[config.mk]
export PLATFORM = sky130hd
export DESIGN_NAME = lei_line_event_ctrl
export DESIGN_NICKNAME = d
export VERILOG_FILES = /design/src/inc/lei_pkg.sv /design/src/core/lei_line_event_ctrl.sv
export VERILOG_INCLUDE_DIRS = /design/src /design/src/inc
export SDC_FILE = /design/constraint.sdc
export NUM_CORES = 1
export LEC_CHECK = 0
export CORE_ASPECT_RATIO = 1.1
export CORE_UTILIZATION = 25
export DETAILED_ROUTE_END_ITERATION = 16
export DONT_BUFFER_PORTS = 1
export HOLD_SLACK_MARGIN = 0.03
export PLACE_DENSITY = 0.44
export SLEW_MARGIN = 20
export SYNTH_ARGS = -nofsm -noshare
export SYNTH_HDL_FRONTEND = slang
export SYNTH_SLANG_ARGS = --single-unit
export TNS_END_PERCENT = 5
[constraint.sdc]
create_clock -name clk_i -period 3.76 [get_ports clk_i]
set_input_delay 0.188 -clock clk_i [delete_from_list [all_inputs] [get_ports clk_i]]
set_output_delay 0.188 -clock clk_i [all_outputs]
set_load 0.01 [all_outputs]
[src/inc/lei_cfg.svh]
`ifndef LEI_CFG_SVH
`define LEI_CFG_SVH

// ----------------------------------------
// Register indices (byte address = 4 x index)
// ----------------------------------------
`define LEI_IDX_MAINT_CTRL 10'h031
`define LEI_IDX_TERM_SEL 10'h032
`define LEI_IDX_IEN_LINE 10'h033
`define LEI_IDX_IEN_ERR 10'h034
`define LEI_IDX_EDGE_SEL 10'h035
`define LEI_IDX_LIVE_STAT 10'h036
`define LEI_IDX_PEND_LINE 10'h03a
`define LEI_IDX_PEND_ERR 10'h03b
`define LEI_IDX_CNT_HIGH 10'h03c
`define LEI_IDX_CNT_LOW 10'h03d

// ----------------------------------------
// Writable bit masks and reset values
// ----------------------------------------
`define LEI_MASK_MAINT 8'h03
`define LEI_MASK_TERM 8'h3f
`define LEI_MASK_LINE 8'h05
`define LEI_MASK_ERR 8'h77
`define LEI_RST_TERM 8'h07
`define LEI_RST_ZERO 8'h00

// ----------------------------------------
// Field positions
// ----------------------------------------
`define LEI_BIT_SNAP 0
`define LEI_BIT_MODE 1
`define LEI_BIT_LOSS 0
`define LEI_BIT_DRV 2
`define LEI_BIT_CNTOV 0
`define LEI_BIT_BPV 1
`define LEI_BIT_EXZ 2
`define LEI_BIT_RXJ 4
`define LEI_BIT_TXJ 5
`define LEI_BIT_TPL 6
`define LEI_TX_MSB 5
`define LEI_TX_LSB 3
`define LEI_RX_MSB 2
`define LEI_RX_LSB 0

// ----------------------------------------
// Timing
// ----------------------------------------
`define LEI_CLK_PERIOD_NS 20
`define LEI_REPORT_PERIOD_NS 1000000000
`define LEI_SEC_W 26

`endif

[src/inc/lei_pkg.sv]
`include "lei_cfg.svh"

package lei_pkg;

	// ----------------------------------------
	// Bus handshake phase
	// ----------------------------------------
	typedef enum logic [0:0] {
		LEI_BUS_IDLE,
		LEI_BUS_ACK
	} lei_bus_e;

	// ----------------------------------------
	// Whole state of the controller
	// ----------------------------------------
	typedef struct packed {
		lei_bus_e bus;
		logic [31:0] dat;
		logic [2:0] drv_sync;
		logic [2:0] loss_sync;
		logic [7:0] maint;
		logic [7:0] term;
		logic [7:0] ien_line;
		logic [7:0] ien_err;
		logic [7:0] edge_sel;
		logic [7:0] live;
		logic [7:0] pend_line;
		logic [7:0] pend_err;
		logic [15:0] cnt_snap;
		logic [`LEI_SEC_W-1:0] sec_cnt;
		logic irq;
		logic [1:0] tx_code;
		logic tx_reserved;
		logic [1:0] rx_code;
		logic rx_bypass;
	} lei_state_s;

endpackage : lei_pkg

[src/core/lei_line_event_ctrl.sv]
// Summary of operation
// - Snapshot strobe acts only in manual report mode; auto mode ignores it.
// - Strobe rising edge copies 16-bit excess-zero count into high/low registers.
// - Tx termination 000=75,001=120,010=100,011=110 ohm; 1xx reserved.
// - Rx termination same codes; 1xx bypasses internal matching for external circuit.
// - Driver-fault pending bit 2 raises interrupt only when its enable is set.
// - Signal-loss pending bit 0 raises interrupt only when its enable is set.
// - Template-sum pending bit 6 raises interrupt only when its enable is set.
// - Tx jitter FIFO pending bit 5 raises interrupt only when enabled.
// - Rx jitter FIFO pending bit 4 raises interrupt only when enabled.
// - Excess-zero pending bit 2 raises interrupt only when enabled.
// - Bipolar violation pending bit 1 raises interrupt only when enabled.
// - Counter overflow pending bit 0 raises interrupt only when enabled.
// - Driver-fault pending sets on rise, or any change when edge select is one.
// - Signal-loss pending sets on rise, or any change when edge select is one.
// - Live driver-fault status at bit 2, read-only, resets to zero.
// - Live signal-loss status at bit 0, read-only, resets to zero.
// - Pending flags stay set until written one; writing zero leaves them.
// - Auto report mode copies the count into the registers once per second.
//
// The Wishbone interface to the registers was chosen for this implementation.
`timescale 1ns/100ps
`include "lei_cfg.svh"

module lei_line_event_ctrl
	import lei_pkg::*;
#(
	parameter int unsigned REPORT_CYCLES = `LEI_REPORT_PERIOD_NS / `LEI_CLK_PERIOD_NS
) (
	input wire logic clk_i,
	input wire logic rst_i,
	// Wishbone classic slave
	input wire logic cyc_i,
	input wire logic stb_i,
	input wire logic we_i,
	input wire logic [11:0] adr_i,
	input wire logic [3:0] sel_i,
	input wire logic [31:0] dat_i,
	output logic [31:0] dat_o,
	output logic ack_o,
	// Live line conditions from the analog front end
	input wire logic driver_fault_i,
	input wire logic signal_loss_i,
	// One-cycle event pulses from same-clock logic
	input wire logic template_sum_evt_i,
	input wire logic tx_jitter_fifo_evt_i,
	input wire logic rx_jitter_fifo_evt_i,
	input wire logic excess_zero_evt_i,
	input wire logic bipolar_violation_evt_i,
	input wire logic counter_overflow_evt_i,
	// Running excess-zero count from the error counter
	input wire logic [15:0] excess_zero_count_i,
	// Interrupt and termination controls
	output logic irq_o,
	output logic [1:0] tx_term_code_o,
	output logic tx_term_reserved_o,
	output logic [1:0] rx_term_code_o,
	output logic rx_term_bypass_o
);

	// ----------------------------------------
	// Constants
	// ----------------------------------------
	// Timer end point and termination reset image
	localparam logic [`LEI_SEC_W-1:0] SEC_LAST = `LEI_SEC_W'(REPORT_CYCLES - 1);
	localparam logic [7:0] TERM_RST = `LEI_RST_TERM; // Tx 75 ohm, rx bypassed

	// ----------------------------------------
	// Functions
	// ----------------------------------------

	// Status change that latches a pending flag
	function automatic logic lei_edge_hit(
		input logic old_v,
		input logic new_v,
		input logic both
	);
		lei_edge_hit = both ? (old_v != new_v) : (!old_v && new_v);
	endfunction : lei_edge_hit

	// Stable level once the last two sync stages agree
	function automatic logic lei_filter(
		input logic [2:0] sync,
		input logic held
	);
		lei_filter = (sync[1] == sync[2]) ? sync[2] : held;
	endfunction : lei_filter

	// Masked byte write through lane 0
	function automatic logic [7:0] lei_wr(
		input logic [7:0] old_v,
		input logic [7:0] wdat,
		input logic [7:0] mask
	);
		lei_wr = (old_v & ~mask) | (wdat & mask);
	endfunction : lei_wr

	// Sticky flag update; a new event beats a same-cycle clear
	function automatic logic [7:0] lei_sticky(
		input logic [7:0] old_v,
		input logic [7:0] set_v,
		input logic [7:0] clr_v
	);
		lei_sticky = (old_v & ~clr_v) | set_v;
	endfunction : lei_sticky

	// Impedance code of a three-bit termination field
	function automatic logic [1:0] lei_term_code(
		input logic [2:0] field
	);
		lei_term_code = field[1:0];
	endfunction : lei_term_code

	// Upper bit of a termination field: reserved on tx, bypass on rx
	function automatic logic lei_term_upper(
		input logic [2:0] field
	);
		lei_term_upper = field[2];
	endfunction : lei_term_upper

	// ----------------------------------------
	// State
	// ----------------------------------------
	lei_state_s state_q;
	lei_state_s state_d;

	// Bus decode
	logic req;
	logic wr_en;
	logic [9:0] idx;
	logic [7:0] rdat;
	logic [7:0] wbyte;

	// Write strobes, one per writable register
	logic wr_maint;
	logic wr_term;
	logic wr_ien_line;
	logic wr_ien_err;
	logic wr_edge;
	logic wr_pend_line;
	logic wr_pend_err;

	// Filtered line levels
	logic drv_new;
	logic loss_new;

	// Counter report timing
	logic snap_rise;
	logic sec_tick;
	logic take_snap;

	// Flag set, clear and enable masks
	logic [7:0] clr_line;
	logic [7:0] clr_err;
	logic [7:0] set_line;
	logic [7:0] set_err;
	logic [7:0] en_line;
	logic [7:0] en_err;

	// ----------------------------------------
	// Next state
	// ----------------------------------------
	always_comb begin
		state_d = state_q;
		req = cyc_i && stb_i && (state_q.bus == LEI_BUS_IDLE);
		wr_en = req && we_i && sel_i[0];
		idx = adr_i[11:2];
		wbyte = dat_i[7:0];
		rdat = 8'h00;
		wr_maint = 1'b0;
		wr_term = 1'b0;
		wr_ien_line = 1'b0;
		wr_ien_err = 1'b0;
		wr_edge = 1'b0;
		wr_pend_line = 1'b0;
		wr_pend_err = 1'b0;

		// Synchronisers on the front-end levels
		state_d.drv_sync = {state_q.drv_sync[1:0], driver_fault_i};
		state_d.loss_sync = {state_q.loss_sync[1:0], signal_loss_i};
		drv_new = lei_filter(state_q.drv_sync, state_q.live[`LEI_BIT_DRV]);
		loss_new = lei_filter(state_q.loss_sync, state_q.live[`LEI_BIT_LOSS]);
		state_d.live = 8'h00;
		state_d.live[`LEI_BIT_DRV] = drv_new;
		state_d.live[`LEI_BIT_LOSS] = loss_new;

		// Register read mux
		if (idx == `LEI_IDX_MAINT_CTRL) begin
			rdat = state_q.maint;
		end else if (idx == `LEI_IDX_TERM_SEL) begin
			rdat = state_q.term;
		end else if (idx == `LEI_IDX_IEN_LINE) begin
			rdat = state_q.ien_line;
		end else if (idx == `LEI_IDX_IEN_ERR) begin
			rdat = state_q.ien_err;
		end else if (idx == `LEI_IDX_EDGE_SEL) begin
			rdat = state_q.edge_sel;
		end else if (idx == `LEI_IDX_LIVE_STAT) begin
			rdat = state_q.live;
		end else if (idx == `LEI_IDX_PEND_LINE) begin
			rdat = state_q.pend_line;
		end else if (idx == `LEI_IDX_PEND_ERR) begin
			rdat = state_q.pend_err;
		end else if (idx == `LEI_IDX_CNT_HIGH) begin
			rdat = state_q.cnt_snap[15:8];
		end else if (idx == `LEI_IDX_CNT_LOW) begin
			rdat = state_q.cnt_snap[7:0];
		end else begin
			rdat = 8'h00;
		end

		// Write decode; read-only and unmapped writes are dropped
		if (wr_en) begin
			if (idx == `LEI_IDX_MAINT_CTRL) begin
				wr_maint = 1'b1;
			end else if (idx == `LEI_IDX_TERM_SEL) begin
				wr_term = 1'b1;
			end else if (idx == `LEI_IDX_IEN_LINE) begin
				wr_ien_line = 1'b1;
			end else if (idx == `LEI_IDX_IEN_ERR) begin
				wr_ien_err = 1'b1;
			end else if (idx == `LEI_IDX_EDGE_SEL) begin
				wr_edge = 1'b1;
			end else if (idx == `LEI_IDX_PEND_LINE) begin
				wr_pend_line = 1'b1;
			end else if (idx == `LEI_IDX_PEND_ERR) begin
				wr_pend_err = 1'b1;
			end
		end

		// Masked writes to the control registers
		if (wr_maint) begin
			state_d.maint = lei_wr(state_q.maint, wbyte, `LEI_MASK_MAINT);
		end
		if (wr_term) begin
			state_d.term = lei_wr(state_q.term, wbyte, `LEI_MASK_TERM);
		end
		if (wr_ien_line) begin
			state_d.ien_line = lei_wr(state_q.ien_line, wbyte, `LEI_MASK_LINE);
		end
		if (wr_ien_err) begin
			state_d.ien_err = lei_wr(state_q.ien_err, wbyte, `LEI_MASK_ERR);
		end
		if (wr_edge) begin
			state_d.edge_sel = lei_wr(state_q.edge_sel, wbyte, `LEI_MASK_LINE);
		end

		// Write-one-to-clear masks for the pending flags
		clr_line = wr_pend_line ? (wbyte & `LEI_MASK_LINE) : 8'h00;
		clr_err = wr_pend_err ? (wbyte & `LEI_MASK_ERR) : 8'h00;

		// Wishbone handshake: ack one cycle after request, then drop
		case (state_q.bus)
			LEI_BUS_IDLE: begin
				if (req) begin
					state_d.bus = LEI_BUS_ACK;
					state_d.dat = {24'h000000, rdat};
				end
			end
			LEI_BUS_ACK: begin
				state_d.bus = LEI_BUS_IDLE;
				state_d.dat = 32'h00000000;
			end
			default: begin
				state_d.bus = LEI_BUS_IDLE;
			end
		endcase

		// Status change detection on the filtered live levels
		set_line = 8'h00;
		set_line[`LEI_BIT_DRV] = lei_edge_hit(state_q.live[`LEI_BIT_DRV], drv_new,
			state_q.edge_sel[`LEI_BIT_DRV]);
		set_line[`LEI_BIT_LOSS] = lei_edge_hit(state_q.live[`LEI_BIT_LOSS], loss_new,
			state_q.edge_sel[`LEI_BIT_LOSS]);

		// Event pulses into the error pending flags
		set_err = 8'h00;
		set_err[`LEI_BIT_TPL] = template_sum_evt_i;
		set_err[`LEI_BIT_TXJ] = tx_jitter_fifo_evt_i;
		set_err[`LEI_BIT_RXJ] = rx_jitter_fifo_evt_i;
		set_err[`LEI_BIT_EXZ] = excess_zero_evt_i;
		set_err[`LEI_BIT_BPV] = bipolar_violation_evt_i;
		set_err[`LEI_BIT_CNTOV] = counter_overflow_evt_i;

		// Sticky flags; a new event beats a same-cycle clear
		state_d.pend_line = lei_sticky(state_q.pend_line, set_line, clr_line);
		state_d.pend_err = lei_sticky(state_q.pend_err, set_err, clr_err);

		// Snapshot strobe edge, honoured in manual mode only
		snap_rise = !state_q.maint[`LEI_BIT_SNAP] && state_d.maint[`LEI_BIT_SNAP];

		// One-second report timer, runs only in auto mode
		sec_tick = 1'b0;
		if (state_q.maint[`LEI_BIT_MODE]) begin
			if (state_q.sec_cnt == SEC_LAST) begin
				state_d.sec_cnt = '0;
				sec_tick = 1'b1;
			end else begin
				state_d.sec_cnt = state_q.sec_cnt + `LEI_SEC_W'(1);
			end
		end else begin
			state_d.sec_cnt = '0;
		end

		// Copy the running count into the readable counter registers
		take_snap = state_q.maint[`LEI_BIT_MODE] ? sec_tick : snap_rise;
		if (take_snap) begin
			state_d.cnt_snap = excess_zero_count_i;
		end

		// Enabled pending flags onto the interrupt line
		en_line = 8'h00;
		en_line[`LEI_BIT_DRV] = state_d.pend_line[`LEI_BIT_DRV]
			&& state_q.ien_line[`LEI_BIT_DRV];
		en_line[`LEI_BIT_LOSS] = state_d.pend_line[`LEI_BIT_LOSS]
			&& state_q.ien_line[`LEI_BIT_LOSS];
		en_err = 8'h00;
		en_err[`LEI_BIT_TPL] = state_d.pend_err[`LEI_BIT_TPL]
			&& state_q.ien_err[`LEI_BIT_TPL];
		en_err[`LEI_BIT_TXJ] = state_d.pend_err[`LEI_BIT_TXJ]
			&& state_q.ien_err[`LEI_BIT_TXJ];
		en_err[`LEI_BIT_RXJ] = state_d.pend_err[`LEI_BIT_RXJ]
			&& state_q.ien_err[`LEI_BIT_RXJ];
		en_err[`LEI_BIT_EXZ] = state_d.pend_err[`LEI_BIT_EXZ]
			&& state_q.ien_err[`LEI_BIT_EXZ];
		en_err[`LEI_BIT_BPV] = state_d.pend_err[`LEI_BIT_BPV]
			&& state_q.ien_err[`LEI_BIT_BPV];
		en_err[`LEI_BIT_CNTOV] = state_d.pend_err[`LEI_BIT_CNTOV]
			&& state_q.ien_err[`LEI_BIT_CNTOV];
		state_d.irq = (|en_line) || (|en_err);

		// Termination decode; upper code bit flags reserved or bypass
		state_d.tx_code = lei_term_code(state_q.term[`LEI_TX_MSB:`LEI_TX_LSB]);
		state_d.tx_reserved = lei_term_upper(state_q.term[`LEI_TX_MSB:`LEI_TX_LSB]);
		state_d.rx_code = lei_term_code(state_q.term[`LEI_RX_MSB:`LEI_RX_LSB]);
		state_d.rx_bypass = lei_term_upper(state_q.term[`LEI_RX_MSB:`LEI_RX_LSB]);
	end

	// ----------------------------------------
	// State register
	// ----------------------------------------
	always_ff @(posedge clk_i) begin
		if (rst_i) begin
			state_q.bus <= LEI_BUS_IDLE;
			state_q.dat <= 32'h00000000;
			state_q.drv_sync <= 3'h0;
			state_q.loss_sync <= 3'h0;
			state_q.maint <= `LEI_RST_ZERO;
			state_q.term <= `LEI_RST_TERM;
			state_q.ien_line <= `LEI_RST_ZERO;
			state_q.ien_err <= `LEI_RST_ZERO;
			state_q.edge_sel <= `LEI_RST_ZERO;
			state_q.live <= `LEI_RST_ZERO;
			state_q.pend_line <= `LEI_RST_ZERO;
			state_q.pend_err <= `LEI_RST_ZERO;
			state_q.cnt_snap <= 16'h0000;
			state_q.sec_cnt <= '0;
			state_q.irq <= 1'b0;
			state_q.tx_code <= TERM_RST[`LEI_TX_LSB+1:`LEI_TX_LSB];
			state_q.tx_reserved <= TERM_RST[`LEI_TX_MSB];
			state_q.rx_code <= TERM_RST[`LEI_RX_LSB+1:`LEI_RX_LSB];
			state_q.rx_bypass <= TERM_RST[`LEI_RX_MSB];
		end else begin
			state_q <= state_d;
		end
	end

	// ----------------------------------------
	// Outputs
	// ----------------------------------------
	assign dat_o = state_q.dat;
	assign ack_o = (state_q.bus == LEI_BUS_ACK);
	assign irq_o = state_q.irq;
	assign tx_term_code_o = state_q.tx_code;
	assign tx_term_reserved_o = state_q.tx_reserved;
	assign rx_term_code_o = state_q.rx_code;
	assign rx_term_bypass_o = state_q.rx_bypass;

endmodule : lei_line_event_ctrl

Yosys cells after proc, flatten, opt, wreduce, memory -nomap -nowiden. Cells that the tools add are included.

Memories kept: 0. Bits in writable memories: 0. Input bits: 77. Bits in registers: 152. Logic and storage cells: 129. Output and inout port bits: 40. Bits in latches: 0. Bits in read-only memories: 0.

Bitwise gates (word level): 13. Multiply operators: 0. Div/mod/pow operators: 0. Add/subtract/negate cells: 1. Reductions and logical operators: 22. Muxes and demuxes: 56. Order comparisons: 0. Equality and inequality tests: 16. Shifts and indexed selects: 0.

Operator list (number): == test 10 x 6 -> 1 bit, second input constant (10); two-way mux 8 bit (10); case mux 33 bit (2 select lines) (1); two-way mux 1 bit (42); two-way mux 33 bit (1); adder 26 x 1 -> 26 bit, second input constant (1); == test 26 bit, second input constant (1); bitwise OR 8 x 3 -> 8 bit (3); AND 8 bit (2); bitwise OR 8 x 7 -> 8 bit (2); logical AND 1 bit (15); NOT 3 -> 8 bit (1); NOT 7 -> 8 bit (1); bitwise OR 8 x 2 -> 8 bit (1); bitwise OR 8 x 6 -> 8 bit (1); two-way mux 7 bit (1); OR reduction 6 bit (1); zero test 1 bit (3); two-way mux 3 bit (1); OR reduction 3 bit (1); == test 1 bit (2); inequality test 1 bit (2); inequality test 2 bit, second input constant (1); NOT 1 bit (2); 2 further kinds (2).

Longest topological paths before layout.
Depth in word-level cells: 16. Gate-level depth with buffers: 8. Gate-level depth less buffers: 7.

Worst setup path after synthesis. No wires, ideal clock.

Path type: reg-to-reg. Start point: reg state_q (netlist bit ack_o). End point: reg state_q[38] (netlist name). Slack: 1.838 ns. Cell stages (with the launch flop): 9. Buffers on the path: 3. Data arrival time: 1.789 ns. Setup time: 0.132 ns. Period minus slack after synthesis: 1.922 ns. Data required time: 3.628 ns. Cells stage by stage: dfxtp_1 nand3b_1 or2_1 buf_6 or4_4 buf_6 buf_6 nand3_2 a21oi_1.

Longest elaborated chain between the ends: 8.

Ends and longest elaborated chain: start, declared (RTL line lei_line_event_ctrl.sv:124) `lei_state_s state_q;`; start signal, assigned (RTL line lei_line_event_ctrl.sv:364) `state_q <= state_d;`; NOT 1 bit; logical AND 1 bit (RTL line lei_line_event_ctrl.sv:165) `req = cyc_i && stb_i && (state_q.bus == LEI_BUS_IDLE);`; logical AND 1 bit (2 in series) (RTL line lei_line_event_ctrl.sv:166) `wr_en = req && we_i && sel_i[0];`; two-way mux 1 bit (RTL line lei_line_event_ctrl.sv:213) `if (wr_en) begin`; two-way mux 1 bit (RTL line lei_line_event_ctrl.sv:232) `if (wr_maint) begin`; logical AND 1 bit (RTL line lei_line_event_ctrl.sv:290) `` snap_rise = !state_q.maint[`LEI_BIT_SNAP] && state_d.maint[`LEI_BIT_SNAP]; ``; two-way mux 1 bit (RTL line lei_line_event_ctrl.sv:306) `` take_snap = state_q.maint[`LEI_BIT_MODE] ? sec_tick : snap_rise; ``.

No other way between the ends. A chain may end at the register's enable or synchronous reset.

Worst setup path after layout.
Start point: reg state_q (netlist bit ack_o). End point: reg state_q (netlist bit state_d[4]).

Longest elaborated chain between the ends: 5.

Ends and longest elaborated chain (RTL line): NOT 1 bit; logical AND 1 bit (lei_line_event_ctrl.sv:165); logical AND 1 bit (2 in series) (lei_line_event_ctrl.sv:166); two-way mux 1 bit (lei_line_event_ctrl.sv:213).

No other way between the ends.

==> results.txt <==
- Status: completed
* CTS root buffer: clkbuf_16
- The number of max-slew violations in the final report was 0.
- The first global-routing pass estimated between 20 and 25 mm of wire.
- Most common cell after layout, fill and taps aside: dfxtp_1
- Avg Synthesized Cell Area: ~8.5 um2
- Slowest stage delay, CP: 0.70 ns
* Critical Path, Cell by Cell: nand3b_1 -> or2_1 -> nor3_2 -> mux2i_1 -> nor2_1 -> dlygate4sd3_1
* Worst setup slack after layout: between 0.9 and 1 ns
- The initial antenna violation count was 0.
- Floorplan row count: 52
* Total via count in the routed design: slightly below 4,000
- The floorplan step set the die width to 133 um.
- The setup path with the least slack is of type reg -> reg.
- Number of top-level pins: about 120
* Transition time at the pin with the least slew margin: just under 1 ns
* Highest Clock Rate: 0.353 GHz
* Worst rel slew slack: 0.344
- Dividing the detail-routed wire length by the instance count gives between 15 and 20 um.
* Top Usage Layer GRT: met2
* Starting DRC count in detailed routing: 190
- Fin Setup TNS: 0 ns
- The synthesized netlist contains between 60 and 70 unique library cells.
- For this run, the post-layout net count is 640.
- Compared with the post-synthesis result, the final layout area differs by 12.8%.
* Post-Route Skew: 0.00506 ns
* Starting utilization of the core area: 0.257
* Die extent in y: 147 um
- Drc violations: 0
* DP Cell Count: 760
- Number of synthesized flops with an enable pin: 0
* Max IR drop VDD: about 230 uV
- Sequential element share of the synthesized area: 0.388
* Post-place setup slack: about 1.4 ns
- Post-CTS repair changed the size of 0 cells.
- Setup repair after global routing left no endpoint under its margin.
- PortBufs: 0
* Type of the tightest min-delay check: in -> reg
* Routability Congestion: 0.801
* Cell Pwr Density: 371 nW/um2
* Met3 usage in global routing: 0.0472
* Biggest fanout along the worst timing path: 10
- For met1 alone, demand over resource in global routing was 0.177.
- Placed wire-length estimate after detailed placement: approximately 9.3 mm
- The routed design has around 13 mm of wire.
- Data arrives at the worst endpoint at around 3 ns.
- After clock tree synthesis, the clock-pin slew on the worst setup and hold paths is about 0.070 ns.
* Pre-antenna DRT Iters: 4
* Maximum root-to-sink buffer count: 2
- The count of nets left with antenna violations once routing finished came out at 0.
- Time the worst path needs with I/O delays and setup: 2.83 ns
- Met2 Track Usage GR: 0.226
- Clock Sink Count: 92
- Via-to-Cell Ratio: about 5
- Part of the cycle the worst path needs: 0.753
- Total GRT Usage: 0.142
- The worst setup path is launched from a flip-flop.
* Fin cells: about 800
- In this run the cell area of the synthesized design comes to 4750 um2.
* Largest net degree at the start of global routing: 59
- Num CTS Buffers: 9
- The number of buffers and inverters on the critical path is 1.
- Hold Fails Final Rpt: 0
- The later pin in the worst-skew pair is clocked with a latency of 0.36 ns.
- In the synthesized netlist the dominant register cell turns out to be dfxtp_1.
* Share of post-route cells with drive strength above 1: 0.0779
- Post-Syn Instances: 559
* Post-CTS setup-driven buffer insertion count: 0
* Flop and latch count out of synthesis: just over 90
* Number of levels in the clock H-tree: 3
- Final setup violation count: 0
- Leakage dissipation: between 0.0015 and 0.002 uW
- Of all flip-flops after synthesis, the portion carrying an async set or reset was 0.
* Largest delay share family, worst path: simple AND/OR/NAND/NOR gates
* Placed inst area: about 4700 um2
- The total overflow left after global routing is 0.
- Number of global-route vias before repair: roughly 3,800
- Commonest non-fill, non-tap cells in the layout: dfxtp_1, nor2_1, a21oi_1, nand2_1, o21ai_0
* Crit end category: flip-flop
- Die area: 19,600 um2
- Max-cap viol count: 0
- Yosys warning count: 0
- STA puts the critical path data required time at 4.01 ns.
* Total non-filler cell area in the finished layout: 5360 um2
- Core region area: between 15,000 and 20,000 um2
* Highest-delay cell along the critical path: nor3_2
- TritonCTS built the clock tree.
- Antenna Diode Count: 0
[layer usage]
metal | part of all wire | wire length, um | vias to the layer above
li1 | - | - | 1920
met1 | 0.43 | 5800 | 1883
met2 | 0.47 | 6320 | 105
met3 | 0.075 | 1000 | 20
met4 | 0.019 | 249 | 0
met5 | 0 | 0 | -
[final cells by class]
type / count / area, um2
Sequential cell: 92 / 1840
Timing Repair Buffer: 33 / 345
Clock buffer: 11 / 253
Multi-Input combinational cell: 407 / 2520
Fill cell: 2022 / 13100
Tap cell: 243 / 304
Clock inverter: 5 / 35.0
Inverter: 17 / 63.8
[power by group]
part	switching (uW)	internal, uW
clock	407	486
sequential	6.69	982
combinational	59.4	46.0
[worst paths after layout]
check / from / to / slack (ns) / depth (start not counted)
worst max-delay path: ack_o$_SDFF_PP0_ / state_d[4]$_SDFFE_PP0P_ / 0.93 / 6
worst min-delay path: excess_zero_count_i[2] / state_q[35]$_SDFFE_PP0P_ / 0.06 / 2
worst max register to register: ack_o$_SDFF_PP0_ / state_d[4]$_SDFFE_PP0P_ / 0.93 / 6
worst min register to register: state_d[117]$_SDFF_PP0_ / state_d[118]$_SDFF_PP0_ / 0.44 / 1
[flip-flops by register name, summed over array words and instances, names as in the netlist]
name and cells:
state_d 10, dat_o 8, ack_o 1, tx_term_code_o 2, state_q 66, irq_o 1
rx_term_bypass_o 1, tx_term_reserved_o 1, rx_term_code_o 2
[Yosys cell counts, drive strengths merged, types with 3 or more instances]
cell,count,share of area
buf,48,0.074
nor3,14,0.018
ha,3,0.0079
and2,3,0.0040
nor3b,3,0.0047
a31oi,9,0.012
a21oi,42,0.044
dfxtp,92,0.39
xor2,9,0.017
nand2,35,0.028
or3,8,0.011
o21ai,35,0.037
inv,17,0.013
and4,4,0.0074
mux2i,23,0.048
nand2b,5,0.0066
and3,5,0.0066
a22oi,5,0.0079
a211oi,3,0.0047
o31ai,5,0.0079
nor4,6,0.011
nor2,54,0.043
nor2b,18,0.024
nand4,8,0.012
nand3,28,0.040
clkbuf,18,0.015
xnor2,11,0.020
o221ai,5,0.0092
or2,6,0.0079
[logic make-up (layout without fill, tap and decap cells)]
logic type | count (synthesis) | after routing | share of synthesized area
compound gates | 121 | 121 | 0.154
simple gates | 213 | 213 | 0.256
buf+inv | 83 | 66 | 0.102
other cells | 1 | 24 | 0.000789
fa+ha+maj | 5 | 5 | 0.0121
flops | 92 | 92 | 0.388
xor+xnor | 20 | 20 | 0.0369
mux | 24 | 24 | 0.0508
[what timing repair did]
action,in CTS,in global routing
setup endpoints to repair,0,0
hold endpoints to repair,61,0
hold buffers,32,0
[stage by stage]
| stage | util | total power, uW | hold slack, ns |
|---|---|---|---|
| 2_1_floorplan | - | 1100 | 0.285 |
| 3_3_place_gp | 0.256 | 1070 | 0.276 |
| 3_5_place_dp | 0.256 | 1070 | 0.276 |
| 4_1_cts | 0.290 | 2010 | 0.0406 |
| 5_1_grt | 0.290 | 2060 | 0.0816 |
| 6_report | 0.290 | 1990 | 0.0625 |
Power figures use the tool's default switching activity.
